`config.mk`:
```
export PLATFORM = sky130hd
export DESIGN_NAME = joystick_button_motion_control
export DESIGN_NICKNAME = d
export VERILOG_FILES = /design/src/joystick_button_pkg.sv /design/src/joystick_button_motion_control.sv
export SDC_FILE = /design/constraint.sdc
export NUM_CORES = 2
export LEC_CHECK = 0
export ABC_AREA = 1
export BUFFER_PORTS_ARGS = -buffer_cell sky130_fd_sc_hd__buf_2
export CAP_MARGIN = 20
export CORE_ASPECT_RATIO = 0.7
export CORE_MARGIN = 3
export CORE_UTILIZATION = 35
export DETAILED_ROUTE_END_ITERATION = 10
export GPL_ROUTABILITY_DRIVEN = 0
export PLACE_DENSITY_LB_ADDON = 0.2
export REMOVE_ABC_BUFFERS = 1
export SLEW_MARGIN = 20
export SYNTH_ARGS = -nofsm -noshare
export SYNTH_HDL_FRONTEND = slang
export SYNTH_SLANG_ARGS = --single-unit
export TNS_END_PERCENT = 100
```
`constraint.sdc`:
```
create_clock -name mclk -period 28.7 [get_ports mclk]
set_input_delay 5.74 -clock mclk [delete_from_list [all_inputs] [get_ports mclk]]
set_output_delay 5.74 -clock mclk [all_outputs]
set_load 0.01 [all_outputs]
```
`src/joystick_button_pkg.sv`:
```
package joystick_button_pkg;

    // Clock rate and derived time bases
    localparam int CLK_HZ = 125_000_000;
    localparam int US_PER_S = 1_000_000;
    localparam int MS_PER_S = 1_000;
    localparam int US_CYCLES = CLK_HZ / US_PER_S;
    localparam int DEBOUNCE_MS = 3;
    localparam int DEBOUNCE_CYC = DEBOUNCE_MS * (CLK_HZ / MS_PER_S);
    localparam int LONG_IDLE_S = 5;
    localparam int LONG_IDLE_CYC = LONG_IDLE_S * CLK_HZ;
    localparam int LEAVE_MS = 100;
    localparam int LEAVE_CYC = LEAVE_MS * (CLK_HZ / MS_PER_S);
    localparam int HOME_HOLD_S = 3;
    localparam int HOME_HOLD_CYC = HOME_HOLD_S * CLK_HZ;

    // Joystick scale and table geometry
    localparam logic [13:0] JOY_FULL_SCALE = 14'h2710;
    localparam int TABLE_LEN = 10;
    localparam logic [3:0] LAST_INDEX = 4'h9;
    localparam logic [10:0] FRAC_ONE = 11'h400;
    localparam int FRAC_BITS = 10;
    localparam logic [3:0] NONLIN_FULL = 4'hf;
    localparam logic [6:0] PCT_FULL = 7'h64;

    // Button index for per-button arrays
    localparam int BTN_LEFT = 0;
    localparam int BTN_RIGHT = 1;

    // One entry of the shared speed table
    typedef struct packed {
        logic [15:0] steps;
        logic [7:0] microsteps;
    } speed_table_entry_t;

    // Button control settings, written and read back as one block
    typedef struct packed {
        speed_table_entry_t [TABLE_LEN-1:0] speedTable;
        logic [TABLE_LEN-1:0][31:0] stageTimeoutUs;
        logic [31:0] clickShiftSteps;
        logic [7:0] clickShiftMicrosteps;
        logic [31:0] clickLengthLimit;
        logic [1:0] btnActiveHigh;
    } ctl_settings_t;

    localparam ctl_settings_t CTL_RESET = '0;

    // Joystick calibration and mode
    typedef struct packed {
        logic [13:0] lowPt;
        logic [13:0] centerPt;
        logic [13:0] highPt;
        logic [6:0] deadZonePct;
        logic [3:0] nonlinearity;
        logic reverse;
        logic enable;
    } joy_cfg_t;

    // Speed request toward the motion generator
    typedef struct packed {
        logic moving;
        logic dirRight;
        speed_table_entry_t speed;
    } motion_t;

    // Button sequencer states
    typedef enum logic [4:0] {
        B_IDLE = 5'h01,
        B_PRESS = 5'h02,
        B_HOLD = 5'h04,
        B_BOTH = 5'h08,
        B_WAIT = 5'h10
    } btn_state_t;

endpackage

```
`src/joystick_button_motion_control.sv`:
```
`timescale 1ns/1ps

// Operation
// - Joystick value: 0 V is 0, 3 V 10000
// - Inside dead band the joystick commands stop
// - Speed curve from deviation; zero gives linear
// - Reverse flag inverts joystick direction
// - Ten-entry shared table; right press advances index
// - Never enter zero entry nor leave table
// - Button press counts after over 3 ms
// - After 5 s idle, leaving needs 100 ms
// - Leaving band cancels host motion, joystick takes over
// - Joystick motion uses normal motion settings
// - Button active level programmable per button
// - Click gives relative shift by click offset
// - Hold runs table speeds, stepping per stage
// - Step only if next speed, stage time nonzero
// - Both buttons stop; 3 s held homes
// - Speed change ramps, or jumps without acceleration
// - Button active at start counts as press
// - Settings written and read back by paired commands
module joystick_button_motion_control
    import joystick_button_pkg::*;
#(
    parameter int DEBOUNCE_CYCLES = DEBOUNCE_CYC,
    parameter int LONG_IDLE_CYCLES = LONG_IDLE_CYC,
    parameter int LEAVE_CYCLES = LEAVE_CYC,
    parameter int HOME_CYCLES = HOME_HOLD_CYC
) (
    // Clock and reset
    input wire logic mclk,
    input wire logic arst_n,
    // Joystick sample from the converter, same clock
    input wire logic [13:0] joyValue,
    input wire joy_cfg_t joyCfg,
    // Button pins, asynchronous
    input wire logic btnLeftPin,
    input wire logic btnRightPin,
    // Settings commands
    input wire logic writeControlSettingsCmd,
    input wire ctl_settings_t ctlSettingsIn,
    input wire logic readControlSettingsCmd,
    output ctl_settings_t ctlSettingsOut,
    output logic ctlReadValid,
    // Shared motion settings and host state
    input wire logic accelEnable,
    input wire logic [15:0] accelPerUs,
    input wire logic hostBusy,
    // Requests toward the motion generator
    output motion_t speedCmd,
    output logic shiftReq,
    output logic shiftRight,
    output logic [31:0] shiftSteps,
    output logic [7:0] shiftMicrosteps,
    output logic stopReq,
    output logic homeReq,
    output logic cancelHostCmd,
    output logic joyActive,
    output logic [3:0] tableIndex
);

    // Whole block state in one record
    typedef struct packed {
        logic [1:0] sync1;
        logic [1:0] sync2;
        logic [1:0][31:0] dbCnt;
        logic [1:0] btn;
        logic [1:0] btnPrev;
        ctl_settings_t ctl;
        ctl_settings_t readback;
        logic readValid;
        logic [6:0] usCnt;
        logic [3:0] idx;
        btn_state_t bst;
        logic [31:0] holdUs;
        logic [3:0] stage;
        logic [31:0] bothCnt;
        logic runRight;
        logic [31:0] inCnt;
        logic [31:0] outCnt;
        logic longIn;
        logic joyOut;
        logic joyAbove;
        logic joyMode;
        logic joyAct;
        logic cancelHost;
        logic stopPulse;
        logic homePulse;
        logic shiftPulse;
        logic shiftDir;
        motion_t target;
        motion_t cmd;
    } state_t;

    state_t st_r;
    state_t st_nxt;

    // Joystick shaping terms, combinational
    logic [13:0] dev;
    logic [13:0] span;
    logic [20:0] bandScaled;
    logic [13:0] band;
    logic [24:0] fracWide;
    logic [10:0] frac;
    logic [21:0] bend;
    logic [10:0] curve;
    logic [26:0] joySpeed;
    logic inBand;
    logic [1:0] active;
    logic usTick;
    logic bothDown;
    logic anyDown;
    speed_table_entry_t nextEntry;

    // Dead band and speed curve for the current sample
    always_comb begin
        // Deviation and side span from the centre point
        if (joyValue > joyCfg.centerPt) begin
            dev = joyValue - joyCfg.centerPt;
            span = joyCfg.highPt - joyCfg.centerPt;
        end else begin
            dev = joyCfg.centerPt - joyValue;
            span = joyCfg.centerPt - joyCfg.lowPt;
        end
        // Band is a percentage of the span on this side
        // Widen before the product so a full span times 100 fits
        bandScaled = 21'(span) * 21'(joyCfg.deadZonePct);
        band = 14'(bandScaled / 21'(PCT_FULL));
        inBand = (dev <= band);
        // Normalised deviation beyond the band, 0..1024
        if (inBand || span <= band) begin
            fracWide = '0;
        end else begin
            fracWide = 25'((25'(dev - band) << FRAC_BITS) / 25'(span - band));
        end
        frac = (fracWide > 25'(FRAC_ONE)) ? FRAC_ONE : fracWide[10:0];
        // Bend toward a steep curve; zero setting stays linear
        bend = (22'(frac) * 22'(FRAC_ONE - frac)) >> FRAC_BITS;
        curve = frac - 11'((bend * 22'(joyCfg.nonlinearity)) / (22'(NONLIN_FULL) + 22'h1));
        joySpeed = (27'(st_r.ctl.speedTable[st_r.idx].steps) * 27'(curve)) >> FRAC_BITS;
    end

    // Button helpers from the registered state
    always_comb begin
        usTick = (st_r.usCnt == 7'(US_CYCLES - 1));
        bothDown = st_r.btn[BTN_LEFT] && st_r.btn[BTN_RIGHT];
        anyDown = st_r.btn[BTN_LEFT] || st_r.btn[BTN_RIGHT];
        nextEntry = (st_r.idx < LAST_INDEX) ? st_r.ctl.speedTable[st_r.idx + 4'h1] : '0;
        // Pin level against programmed active level
        active = ~(st_r.sync2 ^ st_r.ctl.btnActiveHigh);
    end

    // Next-state logic for the whole block
    always_comb begin
        st_nxt = st_r;
        st_nxt.sync1 = {btnRightPin, btnLeftPin};
        st_nxt.sync2 = st_r.sync1;
        st_nxt.btnPrev = st_r.btn;
        st_nxt.readValid = 1'b0;
        st_nxt.cancelHost = 1'b0;
        st_nxt.stopPulse = 1'b0;
        st_nxt.homePulse = 1'b0;
        st_nxt.shiftPulse = 1'b0;
        st_nxt.joyMode = joyCfg.enable;
        st_nxt.usCnt = usTick ? 7'h00 : st_r.usCnt + 7'h01;

        // Settings write and read back
        if (writeControlSettingsCmd) begin
            st_nxt.ctl = ctlSettingsIn;
        end
        if (readControlSettingsCmd) begin
            st_nxt.readback = st_r.ctl;
            st_nxt.readValid = 1'b1;
        end

        // Debounce: press after active for longer than the limit
        // Released state at reset turns a held button into a press
        for (int i = 0; i < 2; i++) begin
            if (!active[i]) begin
                st_nxt.dbCnt[i] = '0;
                st_nxt.btn[i] = 1'b0;
            end else if (st_r.dbCnt[i] > 32'(DEBOUNCE_CYCLES)) begin
                st_nxt.btn[i] = 1'b1;
            end else begin
                st_nxt.dbCnt[i] = st_r.dbCnt[i] + 32'h1;
            end
        end

        // Dead band dwell and leave filtering
        if (inBand) begin
            st_nxt.outCnt = '0;
            st_nxt.joyOut = 1'b0;
            if (st_r.inCnt > 32'(LONG_IDLE_CYCLES)) begin
                st_nxt.longIn = 1'b1;
            end else begin
                st_nxt.inCnt = st_r.inCnt + 32'h1;
            end
        end else begin
            st_nxt.inCnt = '0;
            if (!st_r.longIn || st_r.outCnt > 32'(LEAVE_CYCLES)) begin
                st_nxt.joyOut = 1'b1;
                st_nxt.longIn = 1'b0;
            end else begin
                st_nxt.outCnt = st_r.outCnt + 32'h1;
            end
        end
        st_nxt.joyAbove = (joyValue > joyCfg.centerPt);
        // Registered so the output comes from one flop
        st_nxt.joyAct = st_nxt.joyOut && joyCfg.enable;

        if (joyCfg.enable) begin
            // Host motion is dropped when the stick takes over
            if (st_nxt.joyOut && !st_r.joyOut && hostBusy) begin
                st_nxt.cancelHost = 1'b1;
            end
            // Speed request, stop inside the band
            st_nxt.target.moving = st_nxt.joyOut && (joySpeed != '0);
            st_nxt.target.dirRight = st_nxt.joyAbove ^ joyCfg.reverse;
            st_nxt.target.speed.steps = st_nxt.joyOut ? joySpeed[15:0] : 16'h0000;
            st_nxt.target.speed.microsteps = 8'h00;
            // Table index stepping on fresh presses
            if (st_r.btn[BTN_RIGHT] && !st_r.btnPrev[BTN_RIGHT]) begin
                if (st_r.idx < LAST_INDEX && nextEntry != '0) begin
                    st_nxt.idx = st_r.idx + 4'h1;
                end
            end else if (st_r.btn[BTN_LEFT] && !st_r.btnPrev[BTN_LEFT]) begin
                if (st_r.idx != 4'h0) begin
                    st_nxt.idx = st_r.idx - 4'h1;
                end
            end
            st_nxt.bst = B_WAIT;
        end else begin
            // Button sequencer
            case (st_r.bst)
                B_IDLE: begin
                    st_nxt.target.moving = 1'b0;
                    if (bothDown) begin
                        st_nxt.bst = B_BOTH;
                        st_nxt.bothCnt = '0;
                        st_nxt.stopPulse = 1'b1;
                    end else if (anyDown) begin
                        st_nxt.bst = B_PRESS;
                        st_nxt.holdUs = '0;
                        st_nxt.runRight = st_r.btn[BTN_RIGHT];
                    end
                end
                B_PRESS: begin
                    if (bothDown) begin
                        st_nxt.bst = B_BOTH;
                        st_nxt.bothCnt = '0;
                        st_nxt.stopPulse = 1'b1;
                    end else if (!anyDown) begin
                        // Short click: relative shift
                        st_nxt.shiftPulse = 1'b1;
                        st_nxt.shiftDir = st_r.runRight;
                        st_nxt.bst = B_IDLE;
                    end else if (st_r.holdUs > st_r.ctl.clickLengthLimit) begin
                        // Long hold: run at the first table speed
                        st_nxt.bst = B_HOLD;
                        st_nxt.stage = 4'h0;
                        st_nxt.holdUs = '0;
                        st_nxt.target.moving = 1'b1;
                        st_nxt.target.dirRight = st_r.runRight;
                        st_nxt.target.speed = st_r.ctl.speedTable[0];
                    end else if (usTick) begin
                        st_nxt.holdUs = st_r.holdUs + 32'h1;
                    end
                end
                B_HOLD: begin
                    if (bothDown) begin
                        st_nxt.bst = B_BOTH;
                        st_nxt.bothCnt = '0;
                        st_nxt.stopPulse = 1'b1;
                        st_nxt.target.moving = 1'b0;
                    end else if (!anyDown) begin
                        st_nxt.bst = B_IDLE;
                        st_nxt.target.moving = 1'b0;
                    end else if (usTick) begin
                        st_nxt.holdUs = st_r.holdUs + 32'h1;
                        // Stage advance guarded by nonzero terms
                        if (st_r.stage < LAST_INDEX
                            && st_r.ctl.stageTimeoutUs[st_r.stage] != '0
                            && st_r.holdUs + 32'h1 >= st_r.ctl.stageTimeoutUs[st_r.stage]
                            && st_r.ctl.speedTable[st_r.stage + 4'h1] != '0) begin
                            st_nxt.stage = st_r.stage + 4'h1;
                            st_nxt.holdUs = '0;
                            st_nxt.target.speed = st_r.ctl.speedTable[st_r.stage + 4'h1];
                        end
                    end
                end
                B_BOTH: begin
                    st_nxt.target.moving = 1'b0;
                    if (!bothDown) begin
                        st_nxt.bst = B_WAIT;
                    end else if (st_r.bothCnt >= 32'(HOME_CYCLES - 1)) begin
                        st_nxt.homePulse = 1'b1;
                        st_nxt.bst = B_WAIT;
                    end else begin
                        st_nxt.bothCnt = st_r.bothCnt + 32'h1;
                    end
                end
                B_WAIT: begin
                    // Wait for full release before a new gesture
                    st_nxt.target.moving = 1'b0;
                    if (!anyDown) begin
                        st_nxt.bst = B_IDLE;
                    end
                end
                default: begin
                    st_nxt.bst = B_IDLE;
                end
            endcase
        end

        // Shared acceleration stage for both sources
        if (!accelEnable) begin
            st_nxt.cmd = st_r.target;
        end else if (usTick) begin
            if (!st_r.target.moving || st_r.cmd.dirRight != st_r.target.dirRight) begin
                // Slow to rest before stopping or reversing
                if (st_r.cmd.speed.steps > accelPerUs) begin
                    st_nxt.cmd.speed.steps = st_r.cmd.speed.steps - accelPerUs;
                end else begin
                    st_nxt.cmd.speed = '0;
                    st_nxt.cmd.moving = st_r.target.moving;
                    st_nxt.cmd.dirRight = st_r.target.dirRight;
                end
            end else begin
                st_nxt.cmd.moving = 1'b1;
                st_nxt.cmd.speed.microsteps = st_r.target.speed.microsteps;
                if (st_r.cmd.speed.steps + accelPerUs < st_r.target.speed.steps) begin
                    st_nxt.cmd.speed.steps = st_r.cmd.speed.steps + accelPerUs;
                end else if (st_r.cmd.speed.steps > st_r.target.speed.steps + accelPerUs) begin
                    st_nxt.cmd.speed.steps = st_r.cmd.speed.steps - accelPerUs;
                end else begin
                    st_nxt.cmd.speed.steps = st_r.target.speed.steps;
                end
            end
        end
    end

    // State register; the whole record resets to constants
    always_ff @(posedge mclk or negedge arst_n) begin
        if (!arst_n) begin
            st_r <= '{bst: B_IDLE, ctl: CTL_RESET, readback: CTL_RESET, default: '0};
        end else begin
            st_r <= st_nxt;
        end
    end

    // Outputs straight from the record
    assign ctlSettingsOut = st_r.readback;
    assign ctlReadValid = st_r.readValid;
    assign speedCmd = st_r.cmd;
    assign shiftReq = st_r.shiftPulse;
    assign shiftRight = st_r.shiftDir;
    assign shiftSteps = st_r.ctl.clickShiftSteps;
    assign shiftMicrosteps = st_r.ctl.clickShiftMicrosteps;
    assign stopReq = st_r.stopPulse;
    assign homeReq = st_r.homePulse;
    assign cancelHostCmd = st_r.cancelHost;
    assign joyActive = st_r.joyAct;
    assign tableIndex = st_r.idx;

    // Checks
    a_index_bound: assert property (@(posedge mclk) disable iff (!arst_n)
        st_r.idx <= LAST_INDEX) else $error("table index past last entry");
    a_index_back: assert property (@(posedge mclk) disable iff (!arst_n)
        st_r.idx < $past(st_r.idx) |-> st_r.idx == $past(st_r.idx) - 4'h1
        && $past(st_r.btn[BTN_LEFT])) else $error("bad index decrement");
    a_skip_zero: assert property (@(posedge mclk) disable iff (!arst_n)
        st_r.idx > $past(st_r.idx) |-> st_r.ctl.speedTable[st_r.idx] != '0)
        else $error("index entered empty entry");
    a_debounce_len: assert property (@(posedge mclk) disable iff (!arst_n)
        $rose(st_r.btn[BTN_LEFT]) |-> $past(st_r.dbCnt[BTN_LEFT]) > 32'(DEBOUNCE_CYCLES))
        else $error("press accepted too early");
    a_dead_stop: assert property (@(posedge mclk) disable iff (!arst_n)
        st_r.joyMode && !st_r.joyOut |-> !st_r.target.moving)
        else $error("motion inside dead band");
    a_reverse_dir: assert property (@(posedge mclk) disable iff (!arst_n)
        st_r.joyMode && st_r.target.moving |->
        st_r.target.dirRight == (st_r.joyAbove ^ $past(joyCfg.reverse)))
        else $error("joystick direction wrong");
    a_long_exit: assert property (@(posedge mclk) disable iff (!arst_n)
        $rose(st_r.joyOut) && $past(st_r.longIn) |-> $past(st_r.outCnt) > 32'(LEAVE_CYCLES))
        else $error("left long dwell too soon");
    a_cancel_host: assert property (@(posedge mclk) disable iff (!arst_n)
        st_r.cancelHost |-> st_r.joyOut && $past(hostBusy) && !$past(st_r.joyOut))
        else $error("cancel without takeover");
    a_home_hold: assert property (@(posedge mclk) disable iff (!arst_n)
        st_r.homePulse |-> $past(st_r.bst) == B_BOTH && $past(bothDown))
        else $error("homing without both held");
    a_hold_speed: assert property (@(posedge mclk) disable iff (!arst_n)
        st_r.bst == B_HOLD && st_r.stage != 4'h0 |->
        st_r.ctl.speedTable[st_r.stage] != '0) else $error("run at empty speed");
    a_jump_noaccel: assert property (@(posedge mclk) disable iff (!arst_n)
        !$past(accelEnable) |-> st_r.cmd == $past(st_r.target))
        else $error("speed not applied at once");
    c_click: cover property (@(posedge mclk) disable iff (!arst_n) st_r.shiftPulse);
    c_stage_up: cover property (@(posedge mclk) disable iff (!arst_n)
        st_r.bst == B_HOLD && st_r.stage == 4'h1);
    c_home: cover property (@(posedge mclk) disable iff (!arst_n) st_r.homePulse);
    c_takeover: cover property (@(posedge mclk) disable iff (!arst_n) st_r.cancelHost);

endmodule

```
==> results.yml <==
synthesis:
  synth_cells: 14400
  netlist_top_cells_area: "dfrtp_1 (35%), ha_1 (8.7%), nand2_1 (7.2%)"
  avgSynthCellArea_um2: 7.72
  synth_common_cells: "nand2_1 (2,129), inv_1 (2,011), dfrtp_1 (1,549), nor2_1 (1,511), a21oi_1 (1,470)"
  yosys_register_bits: 1550
  syn_area_mm2: 0.111
  yosysTopAreaCell: "dfrtp_1"
  synth_warnings: 0
  synth_edf_count: 0
  yosysTopAreaCellShare_pct: 34.9
  synth-seq-area-share_pct: 34.9
  ys_types: 77
  synth_ff_type: "dfrtp_1"
  yosysMostFrequentCell: "nand2_1"
  async_flop_share_pct: 100
drt:
  avgRoutedWirePerCell_um: 22.3
  routed_wl_mm: 485
  antenna_left: 0
  detail_route.vias_per_cell: 5.06
  drt_iter0_markers: 10600
  drc_errors: 0
  drt_pass1_iterations: 7
  vias: 110000
global_route:
  grt_max_degree: 208
  grt_antenna_before_repair: 143
  grt_pass1_vias: 104000
  grt.overflow.total: 0
  grt.total_usage_pct: 28.5
  grt_pass1_wl_mm: 694
critical_path:
  r2r_slack_ns: 18.35
  crit_path_top_delay_cell: "fa_1"
  crit_type: "in2reg"
  cp.arrival_ns: 84.12
  end_kind: "register"
  crit_fanout: 8
  path_common_cell: "buf_4"
  slowest_delay_ns: 0.59
  start_kind: "input port"
  worst_ep_required_time_ns: 29.45
run_status:
  status: "complete, but fails checks"
  violations: "negative setup slack"
cts:
  clk_pin_slew_worst_paths_ns: 0.07
  cts_sinks: 1550
  clk_latency_ns: 0.94
  cts_root_buffer: "clkbuf_16"
  ctsHoldBuffers: 0
  cts_made_buffers: 173
  cts_tree: "yes"
  htree_num_levels: 4
  clockBufferDepth: 4
floorplan:
  die_w_um: 679
  coreArea_mm2: 0.315
  num_io_pins: 1438
  start_util_pct: 35.3
  rows: 172
  die_h_um: 477
  die_area_mm2: 0.324
final_layout:
  fill_cells: 31000
  seqCellArea_mm2: 0.0388
  fin_nets: 19100
  multi_input_area_mm2: 0.0628
  finish.utilization_pct: 46.9
  drive_above_1_share_pct: 31.1
  areaGrowthSynthToFinish_pct: 33.0
timing:
  finalWorstSetupSlack_ns: -54.66
  tightest_slew_ns: 1.14
  min_period_ns: 83.36
  maxSlewViolCount: 0
  rsz0062_at_grt: "yes"
  relSlewSlack_pct: 22.8
  finClkSkew_ns: 0.189
  fin_crit_sh_pct: 290
  finalSetupViolCount: 17
  hold_viol_final: 0
  max_freq_ghz: 0.0120
job:
  cap_violations: 0
placed_design:
  numPortBuffers: 1437
  dpl.hpwl_mm: 368
worst_hold_path:
  hold_path_class: "reg2reg"
==> placed cells by master, fill, tap and decap left out, types with 291 or more instances in the layout <==
cell,synthesis,final
a21oi_1,1470,1345
nand3_1,445,385
ha_1,770,648
nor2_1,1511,1429
fa_1,301,291
dfrtp_1,1549,1545
inv_1,2011,1890
nand2_1,2129,1913
buf_2,10,1434
o21ai_0,1455,1295
buf_4,704,2473
==> final timing paths <==
| path | start | endpoint | cells after the start |
|---|---|---|---|
| hold reg to reg | st_nxt[1548] | st_r[1548] | 0 |
| max in group asynchronous | arst_n | ctlSettingsOut[242] | 6 |
| setup reg to reg | tableIndex[0] | st_r[51] | 45 |
| setup / recovery | joyCfg[27] | st_r[51] | 606 |
| hold / removal | st_nxt[1548] | st_r[1548] | 0 |
| min in group asynchronous | arst_n | ctlSettingsOut[73] | 1 |
==> registers in the layout, summed over array words and instances, names as in the netlist <==
name / count
stopReq: 1
tableIndex: 4
st_nxt: 4
speedCmd: 26
joyActive: 1
shiftSteps: 32
cancelHostCmd: 1
ctlSettingsOut: 634
st_r: 835
shiftMicrosteps: 8
shiftReq: 1
shiftRight: 1
ctlReadValid: 1
homeReq: 1
==> per-stage QoR <==
stage | std cells | instance area [um^2] | hold slack, ns | setup WS, ns | setup TNS, ns
6_report | 21700 | 148000 | 0.368 | -54.66 | -916.16
5_1_grt | 21700 | 148000 | 0.373 | -59.15 | -991.16
4_1_cts | 21500 | 143000 | 0.367 | -53.01 | -889.53
3_5_place_dp | 20500 | 129000 | 0.352 | -61.02 | -1022.78
3_3_place_gp | 20500 | 129000 | 0.348 | -59.31 | -994.35
2_1_floorplan | 13200 | 104000 | 0.331 | -68.13 | -1136.96
==> kinds of logic (layout without fill, tap and decap cells) <==
group                    after synthesis  in the layout  synth area share (%)
XOR/XNOR                             427            427                  3.37
other                                  2            111               0.00676
buffers and inverters               3304           6362                  13.6
adder cells (fa/ha/maj)             1071           1071                  14.1
AO/OA/AOI/OAI                       3411           3411                  16.6
AND/OR/NAND/NOR                     4614           4614                  17.4
multiplexers                           7              7                0.0676
flip-flops                          1550           1550                  34.9
==> what timing repair did <==
action,CTS,global route
setup buffers,727,156
endpoints found under the hold margin,0,0
gates cloned,2,1
endpoints found under the setup margin,17,17
pin swaps,418,584
gates resized for setup,786,661
==> per-layer routing <==
layer  GRT usage (%)  vias up  wire length [um]
li1                -    52100                 -
met1            40.5    52800            217000
met2            41.3     4313            204000
met3            7.23      832             43700
met4            10.7       48             20100
met5           0.383        -               314
==> critical path: cells and delay by family <==
kind | cells | cell delay (ns)
AO/OA/AOI/OAI | 144 | 19.49
XOR/XNOR | 9 | 1.27
adder cells (fa/ha/maj) | 49 | 16.85
buffers and inverters | 197 | 20.46
multiplexers | 1 | 0.18
AND/OR/NAND/NOR | 206 | 19.93
==> cell type report <==
| cell class | instances | area share [%] |
|---|---|---|
| clock buffer | 232 | 3.28 |
| antenna | 98 | 0.166 |
| sequential | 1550 | 26.3 |
| clock inverter | 65 | 0.588 |
| multi-input combinational | 9543 | 42.5 |
| timing repair buffer | 4007 | 18.4 |
| tap | 4176 | 3.54 |
| inverter | 2058 | 5.28 |
Power is left out: the tool's default activity adds up to more than one toggle a clock period on the data nets, which glitch-free logic cannot reach.
